--- src/rtl/loop_pkg.sv ---
// Shared constants and types for the loop-mode secondary station
package loop_pkg;

   // ----------------------------------------------------------------
   // Register map (byte addresses)
   // ----------------------------------------------------------------
   localparam int         ADDR_W        = 5;
   localparam logic [4:0] MISC_CTRL_OFS = 5'h00;   // misc_txrx_control_reg
   localparam logic [4:0] MISC_STAT_OFS = 5'h04;   // misc_status_reg
   localparam logic [4:0] PRIM_STAT_OFS = 5'h08;   // primary_status_reg
   localparam logic [4:0] TX_DATA_OFS   = 5'h0C;   // Transmit holding byte
   localparam logic [4:0] TX_PARAM_OFS  = 5'h10;   // tx_param_reg

   // ----------------------------------------------------------------
   // Field positions
   // ----------------------------------------------------------------
   localparam int CTRL_IRQ_EN_BIT   = 0;
   localparam int CTRL_LOOP_BIT     = 1;
   localparam int CTRL_ABORT_UR_BIT = 2;
   localparam int CTRL_IDLE_BIT     = 3;
   localparam int CTRL_GAOP_BIT     = 4;
   localparam int CTRL_ENC_LSB      = 5;
   localparam int CTRL_CRC_BIT      = 7;
   localparam int STAT_ONLOOP_BIT   = 1;
   localparam int STAT_SENDING_BIT  = 4;
   localparam int PRIM_EMPTY_BIT    = 2;
   localparam int PRIM_HUNT_BIT     = 4;
   localparam int PRIM_BREAK_BIT    = 7;
   localparam int TXD_LAST_BIT      = 8;
   localparam int TXP_ENABLE_BIT    = 3;

   // ----------------------------------------------------------------
   // Reset values, encodings, line patterns
   // ----------------------------------------------------------------
   localparam logic [7:0]  CTRL_RESET   = 8'h00;
   localparam logic        TXEN_RESET   = 1'b0;
   localparam logic [31:0] READ_ZERO    = 32'h0000_0000;
   localparam logic [1:0]  ENC_NRZ      = 2'b00;
   localparam logic [1:0]  ENC_NRZI     = 2'b01;
   localparam logic [7:0]  FLAG_PATTERN = 8'h7E;
   localparam logic [2:0]  ONES_EOP     = 3'h7;
   localparam logic [2:0]  STUFF_LIMIT  = 3'h5;
   localparam logic [2:0]  BIT_LAST     = 3'h7;
   localparam logic [2:0]  COUNT_ZERO   = 3'h0;
   localparam logic [2:0]  COUNT_ONE    = 3'h1;

   // Line states of the station
   typedef enum logic [2:0]
   {
      OFF_LOOP  = 3'b000,   // Not in loop mode, line marks
      DIRECT    = 3'b001,   // Output tied to input, no bit delay
      REPEAT    = 3'b010,   // On loop, one-bit delay in path
      CONVERT   = 3'b011,   // Turning the poll into a flag
      SEND_FLAG = 3'b100,   // Sending a flag
      SEND_DATA = 3'b101,   // Sending a data byte
      POL_FIX   = 3'b110    // Extra zero to match polarity
   } loop_state_t;

endpackage

--- src/rtl/loop_pattern_detect.sv ---
// Detects seven consecutive ones and the flag pattern on the received stream
`timescale 1ns/100ps
module loop_pattern_detect
(
   input  wire logic ref_clk,
   input  wire logic arst_n,
   input  wire logic bitStrobe,
   input  wire logic bitIn,
   output logic      sevenOnes,
   output logic      flagMatch
);
   import loop_pkg::*;

   logic [7:0] history;
   logic [2:0] onesRun;

   // ----------------------------------------------------------------
   // Bit history and run of ones
   // ----------------------------------------------------------------
   always_ff @(posedge ref_clk or negedge arst_n)
   begin
      if (!arst_n)
      begin
         history <= 8'h00;
         onesRun <= COUNT_ZERO;
      end
      else if (bitStrobe)
      begin
         history <= {bitIn, history[7:1]};
         if (!bitIn)
            onesRun <= COUNT_ZERO;
         else if (onesRun != ONES_EOP)
            onesRun <= onesRun + COUNT_ONE;   // Saturates at seven
      end
   end

   // One-cycle event pulses, a cycle after the strobe
   always_ff @(posedge ref_clk or negedge arst_n)
   begin
      if (!arst_n)
      begin
         sevenOnes <= 1'b0;
         flagMatch <= 1'b0;
      end
      else
      begin
         sevenOnes <= bitStrobe && bitIn && (onesRun == ONES_EOP - COUNT_ONE);
         flagMatch <= bitStrobe && ({bitIn, history[7:1]} == FLAG_PATTERN);
      end
   end
endmodule

--- src/rtl/sdlc_loop_secondary_station.sv ---
// Loop-mode secondary station: loop entry, poll conversion, sending and exit
`timescale 1ns/100ps
// Notes on behaviour
// - Deselecting loop keeps delay until next poll, unless already hunting after one
// - Exit finishes current message, then disconnects
// - Exit write also sets underrun and idle
// - On-loop status clears when leaving loop
// - NRZI: extra zero restores matching line polarity
// - NRZI allowed, chosen by encoding field
// - Loop mode ties output to input directly
// - Seven ones: break, delay, on-loop, hunt
// - Send only after flag then another poll
// - Poll-go turns next poll into a flag
// - Poll sets break and hunt; a converted poll also sets loop-sending
// - One flag if data ready, else flags
// - Single frame closes with one flag, stops sending
// - Poll-go still set: flags until more data
// - Underrun and idle selections ignored in loop
// - Orderly exit on seven ones, clears on-loop
// - Loop and poll-go bits one and four
// - Poll detection raises status interrupt if enabled
module sdlc_loop_secondary_station
(
   input  wire logic                          ref_clk,
   input  wire logic                          arst_n,
   input  wire logic [loop_pkg::ADDR_W-1:0]   address,
   input  wire logic                          read,
   input  wire logic                          write,
   input  wire logic [31:0]                   writedata,
   output logic      [31:0]                   readdata,
   output logic                               waitrequest,
   input  wire logic                          rxLine,
   input  wire logic                          rxBitStrobe,
   output logic                               txLine,
   output logic                               extStatusIrq
);
   import loop_pkg::*;

   loop_state_t state;
   logic [7:0]  miscCtrl;
   logic        txEnable;
   logic        onLoop;
   logic        loopSending;
   logic        hunt;
   logic        breakAbort;
   logic        flagSinceEop;
   logic        rxDelay;
   logic [7:0]  txShift;
   logic [2:0]  txCnt;
   logic [2:0]  onesRun;
   logic [7:0]  holdByte;
   logic        holdValid;
   logic        holdLast;
   logic        curLast;
   logic        sevenOnes;
   logic        flagMatch;

   logic        loopMode;
   logic        goActive;
   logic        nrziSel;
   logic        rxBit;
   logic        accept;
   logic        commit;
   logic        goOnEvt;
   logic        convertEvt;
   logic        exitEvt;
   logic        txBit;
   logic        encLevel;
   logic        lastFlagBit;
   logic        lastDataBit;
   logic        takeHold;
   logic        finishEvt;
   logic        breakClear;

   // ----------------------------------------------------------------
   // Control decode
   // ----------------------------------------------------------------
   // Loop and poll-go bits; underrun and idle bits are stored only
   assign loopMode = miscCtrl[CTRL_LOOP_BIT];
   assign goActive = miscCtrl[CTRL_GAOP_BIT];
   assign nrziSel  = miscCtrl[CTRL_ENC_LSB +: 2] == ENC_NRZI;
   // Receive decoding; the delay flop holds the previous line level
   assign rxBit    = nrziSel ? (rxLine == rxDelay) : rxLine;

   // ----------------------------------------------------------------
   // Receive pattern detection
   // ----------------------------------------------------------------
   loop_pattern_detect u_detect
   (
      .ref_clk   (ref_clk),
      .arst_n    (arst_n),
      .bitStrobe (rxBitStrobe),
      .bitIn     (rxBit),
      .sevenOnes (sevenOnes),
      .flagMatch (flagMatch)
   );

   // ----------------------------------------------------------------
   // Avalon-MM slave
   // ----------------------------------------------------------------
   // Accept when idle; a data write waits while the holding byte is full
   assign accept = (read || write) && waitrequest
                   && !(write && address == TX_DATA_OFS && holdValid);
   assign commit = write && !waitrequest;
   assign breakClear = commit && address == PRIM_STAT_OFS && writedata[PRIM_BREAK_BIT];

   // Waitrequest low for exactly one cycle per access
   always_ff @(posedge ref_clk or negedge arst_n)
   begin
      if (!arst_n)
         waitrequest <= 1'b1;
      else
         waitrequest <= !accept;
   end

   // Read data captured when the access is accepted
   always_ff @(posedge ref_clk or negedge arst_n)
   begin
      if (!arst_n)
         readdata <= READ_ZERO;
      else if (accept && read)
      begin
         readdata <= READ_ZERO;
         case (address)
            MISC_CTRL_OFS: readdata[7:0] <= miscCtrl;
            MISC_STAT_OFS:
            begin
               readdata[STAT_ONLOOP_BIT]  <= onLoop;
               readdata[STAT_SENDING_BIT] <= loopSending;
            end
            PRIM_STAT_OFS:
            begin
               readdata[PRIM_EMPTY_BIT] <= !holdValid;
               readdata[PRIM_HUNT_BIT]  <= hunt;
               readdata[PRIM_BREAK_BIT] <= breakAbort;
            end
            TX_PARAM_OFS:  readdata[TXP_ENABLE_BIT] <= txEnable;
            default:       readdata <= READ_ZERO;
         endcase
      end
   end

   // Control registers, written at the completing edge
   always_ff @(posedge ref_clk or negedge arst_n)
   begin
      if (!arst_n)
      begin
         miscCtrl <= CTRL_RESET;
         txEnable <= TXEN_RESET;
      end
      else if (commit)
      begin
         if (address == MISC_CTRL_OFS)
            miscCtrl <= writedata[7:0];
         if (address == TX_PARAM_OFS)
            txEnable <= writedata[TXP_ENABLE_BIT];
      end
   end

   // Transmit holding byte; set by the bus, emptied by the shifter
   always_ff @(posedge ref_clk or negedge arst_n)
   begin
      if (!arst_n)
      begin
         holdByte  <= 8'h00;
         holdValid <= 1'b0;
         holdLast  <= 1'b0;
      end
      else if (commit && address == TX_DATA_OFS)
      begin
         holdByte  <= writedata[7:0];
         holdValid <= 1'b1;
         holdLast  <= writedata[TXD_LAST_BIT];
      end
      else if (takeHold)
         holdValid <= 1'b0;
   end

   // ----------------------------------------------------------------
   // Loop events
   // ----------------------------------------------------------------
   // Going on loop needs poll-go and seven ones
   assign goOnEvt    = state == DIRECT && loopMode && goActive && sevenOnes;
   // Poll conversion only after a flag since the last poll
   assign convertEvt = state == REPEAT && sevenOnes && flagSinceEop
                       && goActive && txEnable && loopMode;
   // Exit waits for the next poll unless already hunting after one
   assign exitEvt    = state == REPEAT && !loopMode && (hunt || sevenOnes);

   // ----------------------------------------------------------------
   // Transmit bit selection
   // ----------------------------------------------------------------
   always_comb
   begin
      case (state)
         SEND_FLAG: txBit = txShift[0];
         SEND_DATA: txBit = (onesRun == STUFF_LIMIT) ? 1'b0 : txShift[0];
         default:   txBit = 1'b0;   // Converted poll bit and polarity zero
      endcase
   end

   // NRZI sends a zero as a transition
   assign encLevel    = nrziSel ? (txBit ? txLine : !txLine) : txBit;
   assign lastFlagBit = state == SEND_FLAG && rxBitStrobe && txCnt == BIT_LAST;
   assign lastDataBit = state == SEND_DATA && rxBitStrobe && txCnt == BIT_LAST
                        && onesRun != STUFF_LIMIT;
   // Next byte follows a flag, or a byte not marked last
   assign takeHold    = holdValid && (lastFlagBit || (lastDataBit && !curLast));
   // Nothing left and poll-go clear: the closing flag is done
   assign finishEvt   = lastFlagBit && !holdValid && !goActive;

   // ----------------------------------------------------------------
   // Line state machine and transmit shifter
   // ----------------------------------------------------------------
   always_ff @(posedge ref_clk or negedge arst_n)
   begin
      if (!arst_n)
      begin
         state   <= OFF_LOOP;
         txShift <= 8'h00;
         txCnt   <= COUNT_ZERO;
         onesRun <= COUNT_ZERO;
         curLast <= 1'b0;
      end
      else
      begin
         case (state)
            OFF_LOOP:
               if (loopMode)
               begin
                  state   <= DIRECT;
                  txShift <= FLAG_PATTERN;   // Flag ready at shifter end
                  txCnt   <= COUNT_ZERO;
               end
            DIRECT:
               if (!loopMode)
                  state <= OFF_LOOP;
               else if (goOnEvt)
                  state <= REPEAT;
            REPEAT:
               if (exitEvt)
                  state <= OFF_LOOP;
               else if (convertEvt)
                  state <= CONVERT;
            CONVERT:
               if (rxBitStrobe)
               begin
                  state   <= SEND_FLAG;
                  txShift <= FLAG_PATTERN;
                  txCnt   <= COUNT_ZERO;
               end
            SEND_FLAG:
               if (rxBitStrobe)
               begin
                  txShift <= {1'b0, txShift[7:1]};
                  txCnt   <= txCnt + COUNT_ONE;
                  if (txCnt == BIT_LAST)
                  begin
                     onesRun <= COUNT_ZERO;
                     if (holdValid)
                     begin
                        state   <= SEND_DATA;
                        txShift <= holdByte;
                        curLast <= holdLast;
                     end
                     else if (goActive)
                        txShift <= FLAG_PATTERN;
                     else if (nrziSel && encLevel != rxDelay)
                        state <= POL_FIX;
                     else
                        state <= REPEAT;
                  end
               end
            SEND_DATA:
               if (rxBitStrobe)
               begin
                  if (onesRun == STUFF_LIMIT)
                     onesRun <= COUNT_ZERO;   // Stuffed zero, byte waits
                  else
                  begin
                     onesRun <= txShift[0] ? onesRun + COUNT_ONE : COUNT_ZERO;
                     txShift <= {1'b0, txShift[7:1]};
                     txCnt   <= txCnt + COUNT_ONE;
                     if (txCnt == BIT_LAST)
                     begin
                        // Underrun sends flags, never an abort
                        if (holdValid && !curLast)
                        begin
                           txShift <= holdByte;
                           curLast <= holdLast;
                        end
                        else
                        begin
                           state   <= SEND_FLAG;
                           txShift <= FLAG_PATTERN;
                        end
                     end
                  end
               end
            POL_FIX:
               if (rxBitStrobe)
                  state <= REPEAT;
            default:
               state <= OFF_LOOP;
         endcase
      end
   end

   // Repeat delay, one bit time
   always_ff @(posedge ref_clk or negedge arst_n)
   begin
      if (!arst_n)
         rxDelay <= 1'b1;
      else if (rxBitStrobe)
         rxDelay <= rxLine;
   end

   // Serial output per line state
   always_ff @(posedge ref_clk or negedge arst_n)
   begin
      if (!arst_n)
         txLine <= 1'b1;
      else
      begin
         case (state)
            OFF_LOOP: txLine <= 1'b1;     // Marks regardless of idle bit
            DIRECT:   txLine <= rxLine;
            REPEAT:
               if (rxBitStrobe)
                  txLine <= rxDelay;
            default:
               if (rxBitStrobe)
                  txLine <= encLevel;
         endcase
      end
   end

   // ----------------------------------------------------------------
   // Status flags
   // ----------------------------------------------------------------
   // On-loop status
   always_ff @(posedge ref_clk or negedge arst_n)
   begin
      if (!arst_n)
         onLoop <= 1'b0;
      else if (goOnEvt)
         onLoop <= 1'b1;
      else if (exitEvt)
         onLoop <= 1'b0;
   end

   // Loop-sending status
   always_ff @(posedge ref_clk or negedge arst_n)
   begin
      if (!arst_n)
         loopSending <= 1'b0;
      else if (convertEvt)
         loopSending <= 1'b1;
      else if (finishEvt)
         loopSending <= 1'b0;
   end

   // Hunt: set on seven ones while on loop, left on a flag
   always_ff @(posedge ref_clk or negedge arst_n)
   begin
      if (!arst_n)
         hunt <= 1'b0;
      else if (goOnEvt || (onLoop && sevenOnes))
         hunt <= 1'b1;
      else if (flagMatch)
         hunt <= 1'b0;
   end

   // Break/abort/poll, sticky; write one clears, a new event wins
   always_ff @(posedge ref_clk or negedge arst_n)
   begin
      if (!arst_n)
         breakAbort <= 1'b0;
      else if (goOnEvt || (onLoop && sevenOnes))
         breakAbort <= 1'b1;
      else if (breakClear)
         breakAbort <= 1'b0;
   end

   // Flag seen since the last poll qualifies the next poll
   always_ff @(posedge ref_clk or negedge arst_n)
   begin
      if (!arst_n)
         flagSinceEop <= 1'b0;
      else if (sevenOnes)
         flagSinceEop <= 1'b0;
      else if (onLoop && flagMatch)
         flagSinceEop <= 1'b1;
   end

   // Status interrupt gated by its enable
   always_ff @(posedge ref_clk or negedge arst_n)
   begin
      if (!arst_n)
         extStatusIrq <= 1'b0;
      else
         extStatusIrq <= breakAbort && miscCtrl[CTRL_IRQ_EN_BIT];
   end
endmodule

--- config.mk ---
export PLATFORM = sky130hd
export DESIGN_NAME = sdlc_loop_secondary_station
export DESIGN_NICKNAME = d
export VERILOG_FILES = /design/src/rtl/loop_pkg.sv /design/src/rtl/loop_pattern_detect.sv /design/src/rtl/sdlc_loop_secondary_station.sv
export SDC_FILE = /design/constraint.sdc
export NUM_CORES = 1
export LEC_CHECK = 0
export BUFFER_PORTS_ARGS = -buffer_cell sky130_fd_sc_hd__buf_2
export CORE_ASPECT_RATIO = 0.8
export CORE_MARGIN = 3
export CORE_UTILIZATION = 54
export CTS_CLUSTER_SIZE = 8
export DETAILED_ROUTE_END_ITERATION = 10
export GPL_TIMING_DRIVEN = 0
export PLACE_DENSITY = 0.8
export SYNTH_ARGS = -nofsm -noshare
export SYNTH_HDL_FRONTEND = slang
export SYNTH_SLANG_ARGS = --single-unit
--- constraint.sdc ---
create_clock -name ref_clk -period 2.2 [get_ports ref_clk]
set_input_delay 0.22 -clock ref_clk [delete_from_list [all_inputs] [get_ports ref_clk]]
set_output_delay 0.22 -clock ref_clk [all_outputs]
set_load 0.01 [all_outputs]
* Yosys cells after proc, flatten, opt, wreduce, memory -nomap -nowiden
Cells that the tools add are included.
Storage, ports and cells: memories kept 0, bits in read-only memories 0, latch bits 0, input bits 43, memory bits (writable) 0, logic and storage cells 206, bits in registers 67
Operators by class: order comparisons 0, shift operators 0, multipliers 0, div/mod/pow operators 0, bitwise logic cells 0, multiplexer cells 77, reductions and logical operators 67, eq/ne operators 35, add/subtract/negate cells 3
Operators by type and width (count):
- $mux 3 | 28
- $mux 8 | 9
- $logic_and 1x1->1 | 36
- $pmux 8 s4 | 1
- $mux 1 | 26
- $pmux 3 s7 | 1
- $ne 2x2->1 const B | 10
- $eq 3x3->1 const B | 6
- $ne 3x3->1 const B | 5
- $reduce_bool 2->1 | 7
- $pmux 1 s2 | 6
- $pmux 3 s4 | 1
- $reduce_and 12->1 | 1
- $eq 5x4->1 const B | 2
- $add 3x1->3 const B | 3
- $eq 8x7->1 const B | 1
- $logic_not 1->1 | 8
- $reduce_and 2->1 | 4
- $reduce_and 8->1 | 1
- $mux 7 | 1
- $eq 3x2->1 const B | 2
- $ne 2x1->1 const B | 3
- $pmux 1 s3 | 2
- $pmux 3 s2 | 1
- 14 further kinds | 17

* Logic depth before layout (Yosys ltp)
Gate-level depths: netlist of the first run.
word-level depth 13, depth in mapped cells 7, mapped depth without buffers 7

* Cells and area by module
From an unflattened synthesis of the first run, not the netlist that was laid out.
Second synthesis, totals: cell total of the unflattened synthesis 330, area, all modules 3500.9 µm²
Modules (own cells, without submodules):
- sdlc_loop_secondary_station | area an instance 2962.8 µm², times used 1, cells an instance 291
- loop_pattern_detect | area an instance 538.0 µm², times used 1, cells an instance 39

* Least setup slack after synthesis of the first run
No wires, ideal clock.
path type reg-to-reg, from reg onesRun[0], to reg state[2], cell stages (with the launch flop) 7, data required time 2074 ps, buffers on the path 0, period minus slack after synthesis 1721 ps, data arrival time 1595 ps, path slack 479 ps, path through dfrtp_1 -> ha_1 -> nand3_1 -> nand2_1 -> a221oi_2 -> nand3_1 -> a221o_1
Between the ends: word-level cells in the longest chain between the ends 13, elaborated cells between the ends (all ways) 15
RTL lines:
- start, declared | line sdlc_loop_secondary_station.sv:50 | logic [2:0] onesRun;
- start signal, assigned | line sdlc_loop_secondary_station.sv:281 | onesRun <= txShift[0] ? onesRun + COUNT_ONE : COUNT_ZERO;
- $eq 3x3->1 * | line sdlc_loop_secondary_station.sv:197, sdlc_loop_secondary_station.sv:277
- $mux 1 | line sdlc_loop_secondary_station.sv:197 | SEND_DATA: txBit = (onesRun == STUFF_LIMIT) ? 1'b0 : txShift[0];
- $pmux 1 s2 | line sdlc_loop_secondary_station.sv:195 | case (state)
- $mux 1 (2 in series) | line sdlc_loop_secondary_station.sv:203 | assign encLevel = nrziSel ? (txBit ? txLine : !txLine) : txBit;
- $ne 1x1->1 | line sdlc_loop_secondary_station.sv:268 | else if (nrziSel && encLevel != rxDelay)
- $logic_and 1x1->1 | line sdlc_loop_secondary_station.sv:268
- $mux 3 | line sdlc_loop_secondary_station.sv:268
- $mux 3 | line sdlc_loop_secondary_station.sv:266 | else if (goActive)
- $mux 3 | line sdlc_loop_secondary_station.sv:260 | if (holdValid)
- $mux 3 | line sdlc_loop_secondary_station.sv:257 | if (txCnt == BIT_LAST)
- $mux 3 | line sdlc_loop_secondary_station.sv:253 | if (rxBitStrobe)
- $pmux 3 s7 | line sdlc_loop_secondary_station.sv:227 | case (state)
- end signal, assigned | line sdlc_loop_secondary_station.sv:231 | state <= DIRECT;
- end signal, assigned | line sdlc_loop_secondary_station.sv:262 | state <= SEND_DATA;
- end signal, assigned | line sdlc_loop_secondary_station.sv:269 | state <= POL_FIX;
- end, declared | line sdlc_loop_secondary_station.sv:39 | loop_state_t state;
Every way passes the cells marked *; elsewhere a longest branch is shown, timed or not. The select of a mux whose other input is x is not followed. A chain may end at the register's enable or synchronous reset.

* Final worst setup path of the first run
Same ends and word-level chain as after synthesis.

==> results.md, run 1 <==
* Filler cell count at 500
* Later-pin clock latency in the skew report at 0.34 ns
* Full die area at 7320 um2
* Tcrit/Tclk final at 0.900
* Synth Instances at 331
* Non-Filler Instances at 480
* Endpoints failing hold at 0
* Sw frac at 0.348
* Final setup viols at 0
* Seq pwr share at 0.449
* Synth Flop Type: dfrtp_1
* Tmin final at roughly 2 ns
* TritonCTS clock tree: built
* Layout cells sized above 1 at 0.291
* Routed len/inst at roughly 15 um
* RSZ-0062 raised after global routing: false
* Max clock buf depth at 2
* Max-cap violation count at 0
* Worst EP arrival at approximately 2.2 ns
* Final Skew at a little over 0.007 ns
* Critical path type: flop to flop
* Post-route setup slack at 0.221 ns
* IO Pins at 78
* Post-synth EDFFs at 0
* Postcts setup bufs at 0
* Int Power at 2.33 mW
* Cell area power density at about 910 nW/um2
* Starting density of the core at 0.569
* Congestion Overflow GR at 0
* Synthesized cell area at 3420 um2
* First-pass GRT wire length at roughly 12000 um
* Combinational share of power at 0.313
* Yosys reg bits at 66
* Setup TNS at 0 ns
* Core footprint at 6010 um2
* Nets at 444
* Worst-Margin Slew at 0.795 ns
* Syn_area_per_cell at 10.3 um2
* Placed insts at 463
* Routability Congestion at between 0.9 and 1
* Via/cell ratio at 5.38
* Leakage at 1.87 nW
* Height of the die at roughly 77 um
* Max Fclk at 0.505 GHz
* Peak VDD IR at between 500 and 600 uV
* Port bufs at 28
* Area grow syn2layout at 14.7%
* Pin count of the biggest net entering global routing at 67
* Clock root cell: clkbuf_8
* Initial antenna violation count at 0
* Cts bufs inserted at 9
* Clk sinks at 66
* WL final at 7170 um
* Slew HR at 0.470
* Antenna cell count at 0
* Slew Viols, Final at 0
* TritonRoute pass-1 iters at 4
* Chip width at approximately 95 um
* P_sw at 1.24 mW
* YS warnings at 0
* Total power at 3.57 mW
* Clock network fraction of total power at 0.238
* Final ANT Viol Nets at 0
* Clock slew at reported path FFs at ~0.07 ns
* Number of global-route vias before repair at 2544
* Htree depth at 3
* Worst slack at placement at about 0.25 ns
* Post-synthesis async set-or-reset flop share at 1.00
* Critical Path Sink Type: flop
* Post-synthesis sequential area ratio at 0.484
* Wire length on met1 at 3270 um
* Vias after detailed routing at 2582
* CP max FO at 7
* Met2 Wirelength at 3370 um
* Worst EP required at 2.42 ns
* Met3 wire len at 472 um
* DRC at 0
* Row count at 25
* Hold Crit Class: primary input to flop
* Iteration-0 DRC Markers at 178
* Status: finished, final reports clean
* Cell variety after synth at 56
* Startpoint types: flop
* Top Layer Used: met4
* Dpl hpwl at 5210 um
* GRT Total Usage at 0.211
cell usage after synthesis (all sizes together), types with 2 or more instances:
| library cell | n | area [um2] |
|---|---|---|
| xnor2 | 4 | 35.0 |
| a21oi | 11 | 55.1 |
| o31ai | 2 | 15.0 |
| a21o | 4 | 30.0 |
| nor3 | 6 | 41.3 |
| or3 | 2 | 17.5 |
| nor2b | 3 | 18.8 |
| dfstp | 3 | 78.8 |
| nand2 | 31 | 119 |
| mux2 | 28 | 315 |
| a2111oi | 2 | 17.5 |
| o22ai | 8 | 56.3 |
| nand3 | 14 | 70.1 |
| nand2b | 2 | 12.5 |
| a32oi | 2 | 17.5 |
| and3 | 3 | 23.8 |
| a2bb2oi | 2 | 17.5 |
| nor3b | 2 | 15.0 |
| o41ai | 2 | 17.5 |
| a22oi | 2 | 15.0 |
| o21ai | 26 | 130 |
| and4 | 2 | 17.5 |
| dfrtp | 63 | 1580 |
| o211ai | 3 | 27.5 |
| buf | 35 | 246 |
| mux2i | 3 | 30.0 |
| ha | 7 | 87.6 |
| nor2 | 18 | 70.1 |
| clkbuf | 2 | 7.51 |
| nand3b | 3 | 22.5 |
| inv | 15 | 56.3 |
| nand4 | 5 | 31.3 |
| and2 | 3 | 18.8 |
cells in the final DEF (no fill, tap or decap), types with 2 or more instances in the layout:
cell	instances
nand2b_1	2
dfrtp_1	63
and2_1	3
a21oi_1	11
o22ai_1	7
a32oi_1	2
buf_4	28
nand4_1	5
nor3_1	5
and4_1	2
ha_1	7
o41ai_1	2
inv_1	15
nor3b_1	2
conb_1	24
a21o_1	4
dfstp_2	3
nor2b_1	3
o31ai_1	2
buf_1	2
a2bb2oi_1	2
nand3b_1	3
xnor2_1	4
nand3_1	14
clkinv_2	3
mux2_2	28
o211ai_1	2
mux2i_1	3
buf_2	32
nor2_1	17
and3_1	2
a22oi_1	2
a2111oi_0	2
clkbuf_8	9
o21ai_0	26
clkbuf_1	4
nand2_1	30
power by group through the flow:
stage          registers [mW]  clock network (mW)  logic, mW
2_1_floorplan            1.58                   0      0.843
5_1_grt                  1.63               0.927       1.24
4_1_cts                  1.60               0.879       1.11
3_5_place_dp             1.62                   0       1.10
3_3_place_gp             1.61                   0       1.07
6_report                 1.60               0.849       1.12
kinds of logic (layout without fill, tap and decap cells):
group,count (synthesis),in the layout,share of synthesized area
AOI/OAI and AO/OA,73,73,0.141
xor gates and xnor gates,4,4,0.0103
adders and majority gates,7,7,0.0256
buffers and inverters,52,97,0.0908
DFF,66,66,0.484
muxes,31,31,0.101
other,1,24,0.00110
and+or+nand+nor,97,97,0.146
routing by layer:
layer | global-route usage | vias up
li1 | - | 1263
met1 | 0.289 | 1243
met2 | 0.331 | 69
met3 | 0.0618 | 7
met4 | 0.0504 | 0
met5 | 0 | -
worst paths after layout:
path                                       end  cells past startpoint        start  slack [ns]
max                                   state[2]                      6   onesRun[0]        0.22
max reg2reg                           state[2]                      6   onesRun[0]        0.22
min reg2reg                        readdata[1]                      2  readdata[1]        0.47
min                                waitrequest                      2         read        0.07
max in group asynchronous  u_detect.onesRun[0]                      2       arst_n        1.15
min in group asynchronous           onesRun[1]                      2       arst_n        0.53
metrics by stage:
step / area [um2] / utilization / hold WS [ns]
after detailed placement: 3750 / 0.624 / 0.362
after global routing: 3920 / 0.653 / 0.0739
after global placement: 3740 / 0.624 / 0.403
final: 3920 / 0.653 / 0.0654
after floorplan: 3500 / - / -0.0756
after CTS: 3920 / 0.653 / 0.0427
registers in the layout, indices dropped and copies added, names as in the netlist, 7 cells and up:
| register | cells |
|---|---|
| readdata | 8 |
| txShift | 8 |
| u_detect.history | 7 |
| miscCtrl | 8 |
| holdByte | 8 |
final cells by class:
type | count | area (um2) | share of cell area
well taps | 81 | 101 | 0.0259
multi-input cells | 236 | 1540 | 0.392
plain buffers | 37 | 254 | 0.0648
flip-flops and latches | 66 | 1660 | 0.422
repair buffers | 29 | 153 | 0.0389
clock inverters | 5 | 31.3 | 0.00798
inverters | 15 | 56.3 | 0.0144
clock buffers | 11 | 131 | 0.0335
what timing repair did:
action / in CTS / in global routing
gates resized for setup: 0 / 0
hold buffers: 1 / 0
setup endpoints to repair: 0 / 0
endpoints found under the hold margin: 9 / 0
critical path, cell delays in order, from the launching register on:
cell and delay, ns:
dfrtp_1 0.41, ha_1 0.26, nand3_1 0.26, nand2_1 0.12, a221oi_2 0.25, nand3_1 0.19, a221o_1 0.38
No activity file was read; power rests on OpenSTA's default activity.
==> inputs of run 2 (changes only) <==
--- a/config.mk
+++ b/config.mk
@@ -6,13 +6,13 @@
 export NUM_CORES = 1
 export LEC_CHECK = 0
 export BUFFER_PORTS_ARGS = -buffer_cell sky130_fd_sc_hd__buf_2
-export CORE_ASPECT_RATIO = 0.8
+export CORE_ASPECT_RATIO = 1.1
 export CORE_MARGIN = 3
-export CORE_UTILIZATION = 54
+export CORE_UTILIZATION = 55
 export CTS_CLUSTER_SIZE = 8
 export DETAILED_ROUTE_END_ITERATION = 10
 export GPL_TIMING_DRIVEN = 0
-export PLACE_DENSITY = 0.8
+export PLACE_DENSITY = 0.81
 export SYNTH_ARGS = -nofsm -noshare
 export SYNTH_HDL_FRONTEND = slang
 export SYNTH_SLANG_ARGS = --single-unit
==> constraint.sdc (replaced) <==
create_clock -name ref_clk -period 2.3 [get_ports ref_clk]
set_input_delay 0.23 -clock ref_clk [delete_from_list [all_inputs] [get_ports ref_clk]]
set_output_delay 0.23 -clock ref_clk [all_outputs]
set_load 0.01 [all_outputs]
==> results.md, run 2 (same netlist as run 1, synthesis figures left out) <==
* Status: finished, final reports clean (unchanged)
* Postcts setup bufs at 0 (unchanged)
* CP Launch Point: onesRun[0] (unchanged)
* Nets at 444 (unchanged)
* WHS at 0.0692 ns (was 0.0654 ns)
* Final ANT Viol Nets at 0 (unchanged)
* Critical path cell sequence: ha_1 > nand3_1 > nand2_1 > a221oi_2 > nand3_1 > a221o_1 (unchanged)
* TritonCTS clock tree: built (unchanged)
* WL final at 7050 um (was 7170 um)
* Clk sinks at 66 (unchanged)
* Clock slew at reported path FFs at 0.08 ns (was 0.07 ns)
* Cts bufs inserted at 9 (unchanged)
* Pin count of the biggest net entering global routing at 67 (unchanged)
* Routed len/inst at 14.8 um (was 14.9 um)
* Slew Viols, Final at 0 (unchanged)
* R2R depth at 6 (unchanged)
* Starting density of the core at 0.581 (was 0.569)
* Max clock buf depth at 2 (unchanged)
* Worst R2R Start: onesRun[0] (unchanged)
* Leakage at 1.90 nW (was 1.87 nW)
* Tmin final at 2.01 ns (was 1.98 ns)
* CP max FO at 7 (unchanged)
* DRC at 0 (unchanged)
* Max-cap violation count at 0 (unchanged)
* Initial antenna violation count at 0 (unchanged)
* CP max stage delay at 0.41 ns (about the same)
* Worst slack at placement at 0.342 ns (was 0.246 ns)
* Slowest cell on crit path: dfrtp_1 (unchanged)
* First-pass GRT wire length at 11700 um (was 12000 um)
* Setup TNS at 0 ns (unchanged)
* Peak VDD IR at 868 uV (was 597 uV)
* Most frequent cells in the layout: dfrtp_1, buf_2, nand2_1, buf_4, mux2_2 (unchanged)
* Hold Crit Class: primary input to flop (unchanged)
* Port bufs at 28 (unchanged)
* GRT Total Usage at 0.214 (was 0.211)
* Most Frequent Cell on Critical Path: nand3_1 (unchanged)
* Area grow syn2layout at 16.4% (was 14.7%)
* Number of global-route vias before repair at 2431 (was 2544)
* Height of the die at 88.7 um (was 77.2 um)
* Antenna cell count at 0 (unchanged)
* Tcrit/Tclk final at 0.875 (was 0.900)
* Worst EP required at 2.52 ns (was 2.42 ns)
* Startpoint types: flop (unchanged)
* Vias after detailed routing at 2619 (was 2582)
* Core footprint at 5880 um2 (was 6010 um2)
* Worst hold start: read (unchanged)
* Worst hold path depth at 2 (unchanged)
* Dpl hpwl at 5120 um (was 5210 um)
* Final setup viols at 0 (unchanged)
* TritonRoute pass-1 iters at 4 (unchanged)
* Cell area power density at 932 nW/um2 (was 912 nW/um2)
* Non-Filler Instances at 476 (was 480)
* Row count at 29 (was 25)
* RSZ-0062 raised after global routing: false (unchanged)
* Layout cells sized above 1 at 0.296 (was 0.291)
* Clock root cell: clkbuf_8 (unchanged)
* Critical path type: flop to flop (unchanged)
* CTS hold repair buffers at 1 (unchanged)
* Placed insts at 459 (was 463)
* Critical Path Sink Type: flop (unchanged)
* IO Pins at 78 (unchanged)
* Congestion Overflow GR at 0 (unchanged)
* Slew HR at 0.464 (was 0.470)
* Post-route setup slack at 0.288 ns (was 0.221 ns)
* Final Skew at 0.00866 ns (was 0.00719 ns)
* Full die area at 7200 um2 (was 7320 um2)
* Iteration-0 DRC Markers at 146 (was 178)
* Htree depth at 3 (unchanged)
* Worst-Margin Slew at 0.804 ns (was 0.795 ns)
* Via/cell ratio at 5.50 (was 5.38)
* Worst EP arrival at 2.23 ns (was 2.20 ns)
* Max Fclk at 0.497 GHz (was 0.505 GHz)
* Routability Congestion at 0.917 (was 0.927)
* Chip width at 81.2 um (was 94.9 um)
* Endpoints failing hold at 0 (unchanged)
* Most common cell after layout, fill and taps aside: dfrtp_1 (unchanged)
* Later-pin clock latency in the skew report at 0.34 ns (about the same)
* Cts repair resizes at 0 (unchanged)
[run 2: cell count changes in the layout (fill, tap and decap cells not counted), sizes merged]
cell | previous run | this run
clkinv | 4 | 2
inv | 15 | 17
clkinvlp | 1 | 0
clkbuf | 13 | 12
bufinv | 0 | 2
[run 2: layout make-up]
cell class              count  area, um2
inverters                  15       56.3
clock buffers              10        138
plain buffers              37        254
well taps                  77       96.3
multi-input cells         236       1540
clock inverters             6       87.6
fillers                   453       1900
repair buffers             29        153
flip-flops and latches     66       1660
[run 2: critical path, delay by kind of cell (launching register included)]
family / cells / cell delay [ns]
fa+ha+maj: 1 / 0.27
simple gates: 3 / 0.58
compound gates: 2 / 0.64
flops: 1 / 0.41
[run 2: through the flow]
stage | utilization | total power, mW | cell area (um2)
detailed placement | 0.637 | 2.60 | 3740
finish | 0.677 | 3.71 | 3980
global route | 0.677 | 3.92 | 3980
global placement | 0.636 | 2.57 | 3740
CTS | 0.677 | 3.73 | 3980
floorplan | - | 2.32 | 3500
[run 2: final timing paths]
check | end | slack, ns
worst max-delay path | state[2] | 0.29
worst min-delay path | waitrequest | 0.07
worst max register to register | state[2] | 0.29
worst min register to register | readdata[1] | 0.47
max in group asynchronous | u_detect.history[2] | 1.25
min in group asynchronous | extStatusIrq | 0.52
[run 2: per-layer routing]
| layer | wire length (um) | vias to the layer above | track usage |
|---|---|---|---|
| met1 | 3110 | 1250 | 0.285 |
| met3 | 476 | 10 | 0.0509 |
| met4 | 128 | 0 | 0.0829 |
| met2 | 3330 | 95 | 0.341 |
| li1 | - | 1264 | - |
| met5 | 0 | - | 0 |
[run 2: power breakdown]
group	internal, mW	switching, mW	total, mW	leakage (nW)
clock network	0.644	0.457	1.10	0.117
registers	1.37	0.175	1.54	0.830
logic	0.477	0.588	1.06	0.957
total	2.49	1.22	3.71	1.90
==> inputs of run 3 (changes only) <==
--- a/config.mk
+++ b/config.mk
@@ -5,6 +5,7 @@
 export SDC_FILE = /design/constraint.sdc
 export NUM_CORES = 1
 export LEC_CHECK = 0
+export ABC_AREA = 1
 export BUFFER_PORTS_ARGS = -buffer_cell sky130_fd_sc_hd__buf_2
 export CORE_ASPECT_RATIO = 1.1
 export CORE_MARGIN = 3
==> results.md, run 3 <==
* Seq pwr share at 0.392 (was 0.416)
* Total power at 3.78 mW (was 3.71 mW)
* Slew Viols, Final at 0 (unchanged)
* Filler cell count at 509 (was 453)
* Syn_area_per_cell at 8.27 um2 (was 10.3 um2)
* Vias after detailed routing at 2849 (was 2619)
* Dpl hpwl at 5180 um (was 5120 um)
* DRC at 0 (unchanged)
* Area grow syn2layout at 16.1% (was 16.4%)
* Tcrit/Tclk final at 0.732 (was 0.875)
* Setup TNS at 0 ns (unchanged)
* First-pass GRT wire length at 11600 um (was 11700 um)
* GRT Total Usage at 0.210 (was 0.214)
* Int Power at 2.32 mW (was 2.49 mW)
* Starting density of the core at 0.578 (was 0.581)
* Clk sinks at 66 (unchanged)
* Critical path type: flop to flop (unchanged)
* Congestion Overflow GR at 0 (unchanged)
* WL final at 7030 um (was 7050 um)
* Final setup viols at 0 (unchanged)
* Synthesized cell area at 3400 um2 (was 3420 um2)
* Yosys reg bits at 66 (unchanged)
* Placed insts at 541 (was 459)
* Routed len/inst at 12.6 um (was 14.8 um)
* Clock network fraction of total power at 0.264 (was 0.297)
* Post-synthesis sequential area ratio at 0.487 (was 0.484)
* Fin util at 0.671 (was 0.677)
* Core footprint at 5880 um2 (unchanged)
* Post-route setup slack at 0.617 ns (was 0.288 ns)
* Synth Flop Type: dfrtp_1 (unchanged)
* Peak VDD IR at 735 uV (was 868 uV)
* Max clock buf depth at 2 (unchanged)
* Port bufs at 30 (was 28)
* Htree depth at 3 (unchanged)
* Later-pin clock latency in the skew report at 0.36 ns (was 0.34 ns)
* Worst EP arrival at 1.96 ns (was 2.23 ns)
* Clock root cell: clkbuf_8 (unchanged)
* Cts bufs inserted at 9 (unchanged)
* YS warnings at 0 (unchanged)
* Worst EP required at 2.58 ns (was 2.52 ns)
* Synth top area cells: dfrtp_1, nand2_1, buf_4, o21ai_0, inv_1 (was dfrtp_1, mux2_2, buf_4, o21ai_0, nand2_1)
* Endpoints failing hold at 0 (unchanged)
* Pin count of the biggest net entering global routing at 67 (unchanged)
* Routability Congestion at 0.879 (was 0.917)
* Startpoint types: flop (unchanged)
* Chip width at 80.9 um (was 81.2 um)
* Synth Instances at 411 (was 331)
* Post-synth EDFFs at 0 (unchanged)
* Tmin final at 1.68 ns (was 2.01 ns)
* Most common library cells after synthesis: nand2_1, dfrtp_1, inv_1, o21ai_0 (was dfrtp_1, nand2_1, mux2_2, buf_4, o21ai_0)
* Cell area power density at 957 nW/um2 (was 932 nW/um2)
* Nets at 526 (was 444)
* Full die area at 7160 um2 (was 7200 um2)
* Max-cap violation count at 0 (unchanged)
* Most frequent cells in the layout: nand2_1, dfrtp_1, inv_1, o21ai_0, buf_2 (was dfrtp_1, buf_2, nand2_1, buf_4, mux2_2)
* CP max FO at 4 (was 7)
* Post-synthesis async set-or-reset flop share at 1.00 (unchanged)
* Number of global-route vias before repair at 2647 (was 2431)
* CP Launch Point: miscCtrl[6] (was onesRun[0])
* Height of the die at 88.4 um (was 88.7 um)
* Placed Instance Area at 3730 um2 (was 3740 um2)
* Cts repair resizes at 0 (unchanged)
* Via/cell ratio at 5.11 (was 5.50)
* Cell variety after synth at 39 (was 56)
* Layout cells sized above 1 at 0.208 (was 0.296)
* Status: finished, final reports clean (unchanged)
* Leakage at 2.08 nW (was 1.90 nW)
* P_sw at 1.46 mW (was 1.22 mW)
* Slack of the worst reg-to-reg path at 0.62 ns (was 0.29 ns)
* Worst slack at placement at 0.637 ns (was 0.342 ns)
* Iteration-0 DRC Markers at 212 (was 146)
* Yosys top cell area share at 0.464 (was 0.461)
* Most common cell after layout, fill and taps aside: nand2_1 (was dfrtp_1)
* Sw frac at 0.387 (was 0.329)
* R2R depth at 6 (unchanged)
* Final Skew at 0.00631 ns (was 0.00866 ns)
* TritonRoute pass-1 iters at 5 (was 4)
* Non-Filler Instances at 558 (was 476)
* Worst R2R Start: miscCtrl[6] (was onesRun[0])
* TritonCTS clock tree: built (unchanged)
* Initial antenna violation count at 0 (unchanged)
* RSZ-0062 raised after global routing: false (unchanged)
* Combinational share of power at 0.344 (was 0.287)
* Slew HR at 0.447 (was 0.464)
* Reg-to-reg critical path endpoint: u_detect.onesRun[0] (was state[2])
* IO Pins at 78 (unchanged)
* Max Fclk at 0.594 GHz (was 0.497 GHz)
* WHS at 0.108 ns (was 0.0692 ns)
* Synth area leader: dfrtp_1 (unchanged)
* Hold Crit Class: primary input to flop (unchanged)
* Row count at 29 (unchanged)
* Worst-Margin Slew at 0.829 ns (was 0.804 ns)
* Clock slew at reported path FFs at 0.08 ns (about the same)
* Antenna cell count at 0 (unchanged)
* Critical Path Sink Type: flop (unchanged)
* Final ANT Viol Nets at 0 (unchanged)
* Design area at 3940 um2 (was 3980 um2)
* Most common cell in the netlist: nand2_1 (was dfrtp_1)
* Crit path capture: u_detect.onesRun[0] (was state[2])
==> run 3: metal layers <==
layer | global-route usage | share of wire | up-vias | wire length (um)
li1 | - | - | 1411 | -
met1 | 0.271 | 0.43 | 1325 | 3040
met2 | 0.332 | 0.48 | 92 | 3370
met3 | 0.0499 | 0.058 | 21 | 407
met4 | 0.108 | 0.030 | 0 | 209
met5 | 0 | 0 | - | 0
==> run 3: timing repair <==
item                                    CTS  global route
hold endpoints to repair                 28             0
endpoints found under the setup margin    0             0
setup buffers                             0             0
hold buffers                              1             0
==> run 3: cell type report <==
cell class,count,area [um2],area share
Sequential cell,66,1660,0.420
Multi-Input combinational cell,287,1420,0.360
Buffer,31,220,0.0558
Inverter,50,188,0.0476
Timing Repair Buffer,31,163,0.0412
Clock buffer,9,124,0.0314
Tap cell,77,96.3,0.0244
Clock inverter,7,77.6,0.0197
==> run 3: logic make-up (layout without fill, tap and decap cells) <==
group / count (synthesis) / count (layout) / share of synthesized area
buffers and inverters: 81 / 128 / 0.120
multiplexers: 2 / 2 / 0.00626
other: 1 / 24 / 0.00110
AND/OR/NAND/NOR: 174 / 174 / 0.232
AO/OA/AOI/OAI: 78 / 78 / 0.123
flip-flops: 66 / 66 / 0.487
adder cells (fa/ha/maj): 7 / 7 / 0.0258
XOR/XNOR: 2 / 2 / 0.00516
==> run 3: worst max-delay path: stages, from the launching register on <==
cell,delay (ns)
dfrtp_1,0.43
nor2_1,0.20
nand2_1,0.09
xnor2_1,0.35
nand2_1,0.14
or2_1,0.25
o21ai_1,0.13
==> run 3: how the worst min path moves through the flow <==
stage	slack, ns	cells after the start	startpoint	to
after detailed placement	0.37	1	arst_n	readdata[2]
after floorplan	-0.07	0	arst_n	breakAbort
after global placement	0.46	2	readdata[3]	readdata[3]
final	0.11	2	writedata[8]	holdLast
after CTS	0.1	2	writedata[8]	holdLast
after global routing	0.12	2	writedata[8]	holdLast
==> run 3: power groups by stage <==
stage	Combinational [mW]	Clock, mW	Sequential (mW)
floorplan	1.03	0	1.47
global placement	1.26	0	1.49
detailed placement	1.29	0	1.50
CTS	1.30	1.01	1.48
global route	1.45	1.06	1.50
finish	1.30	0.998	1.48
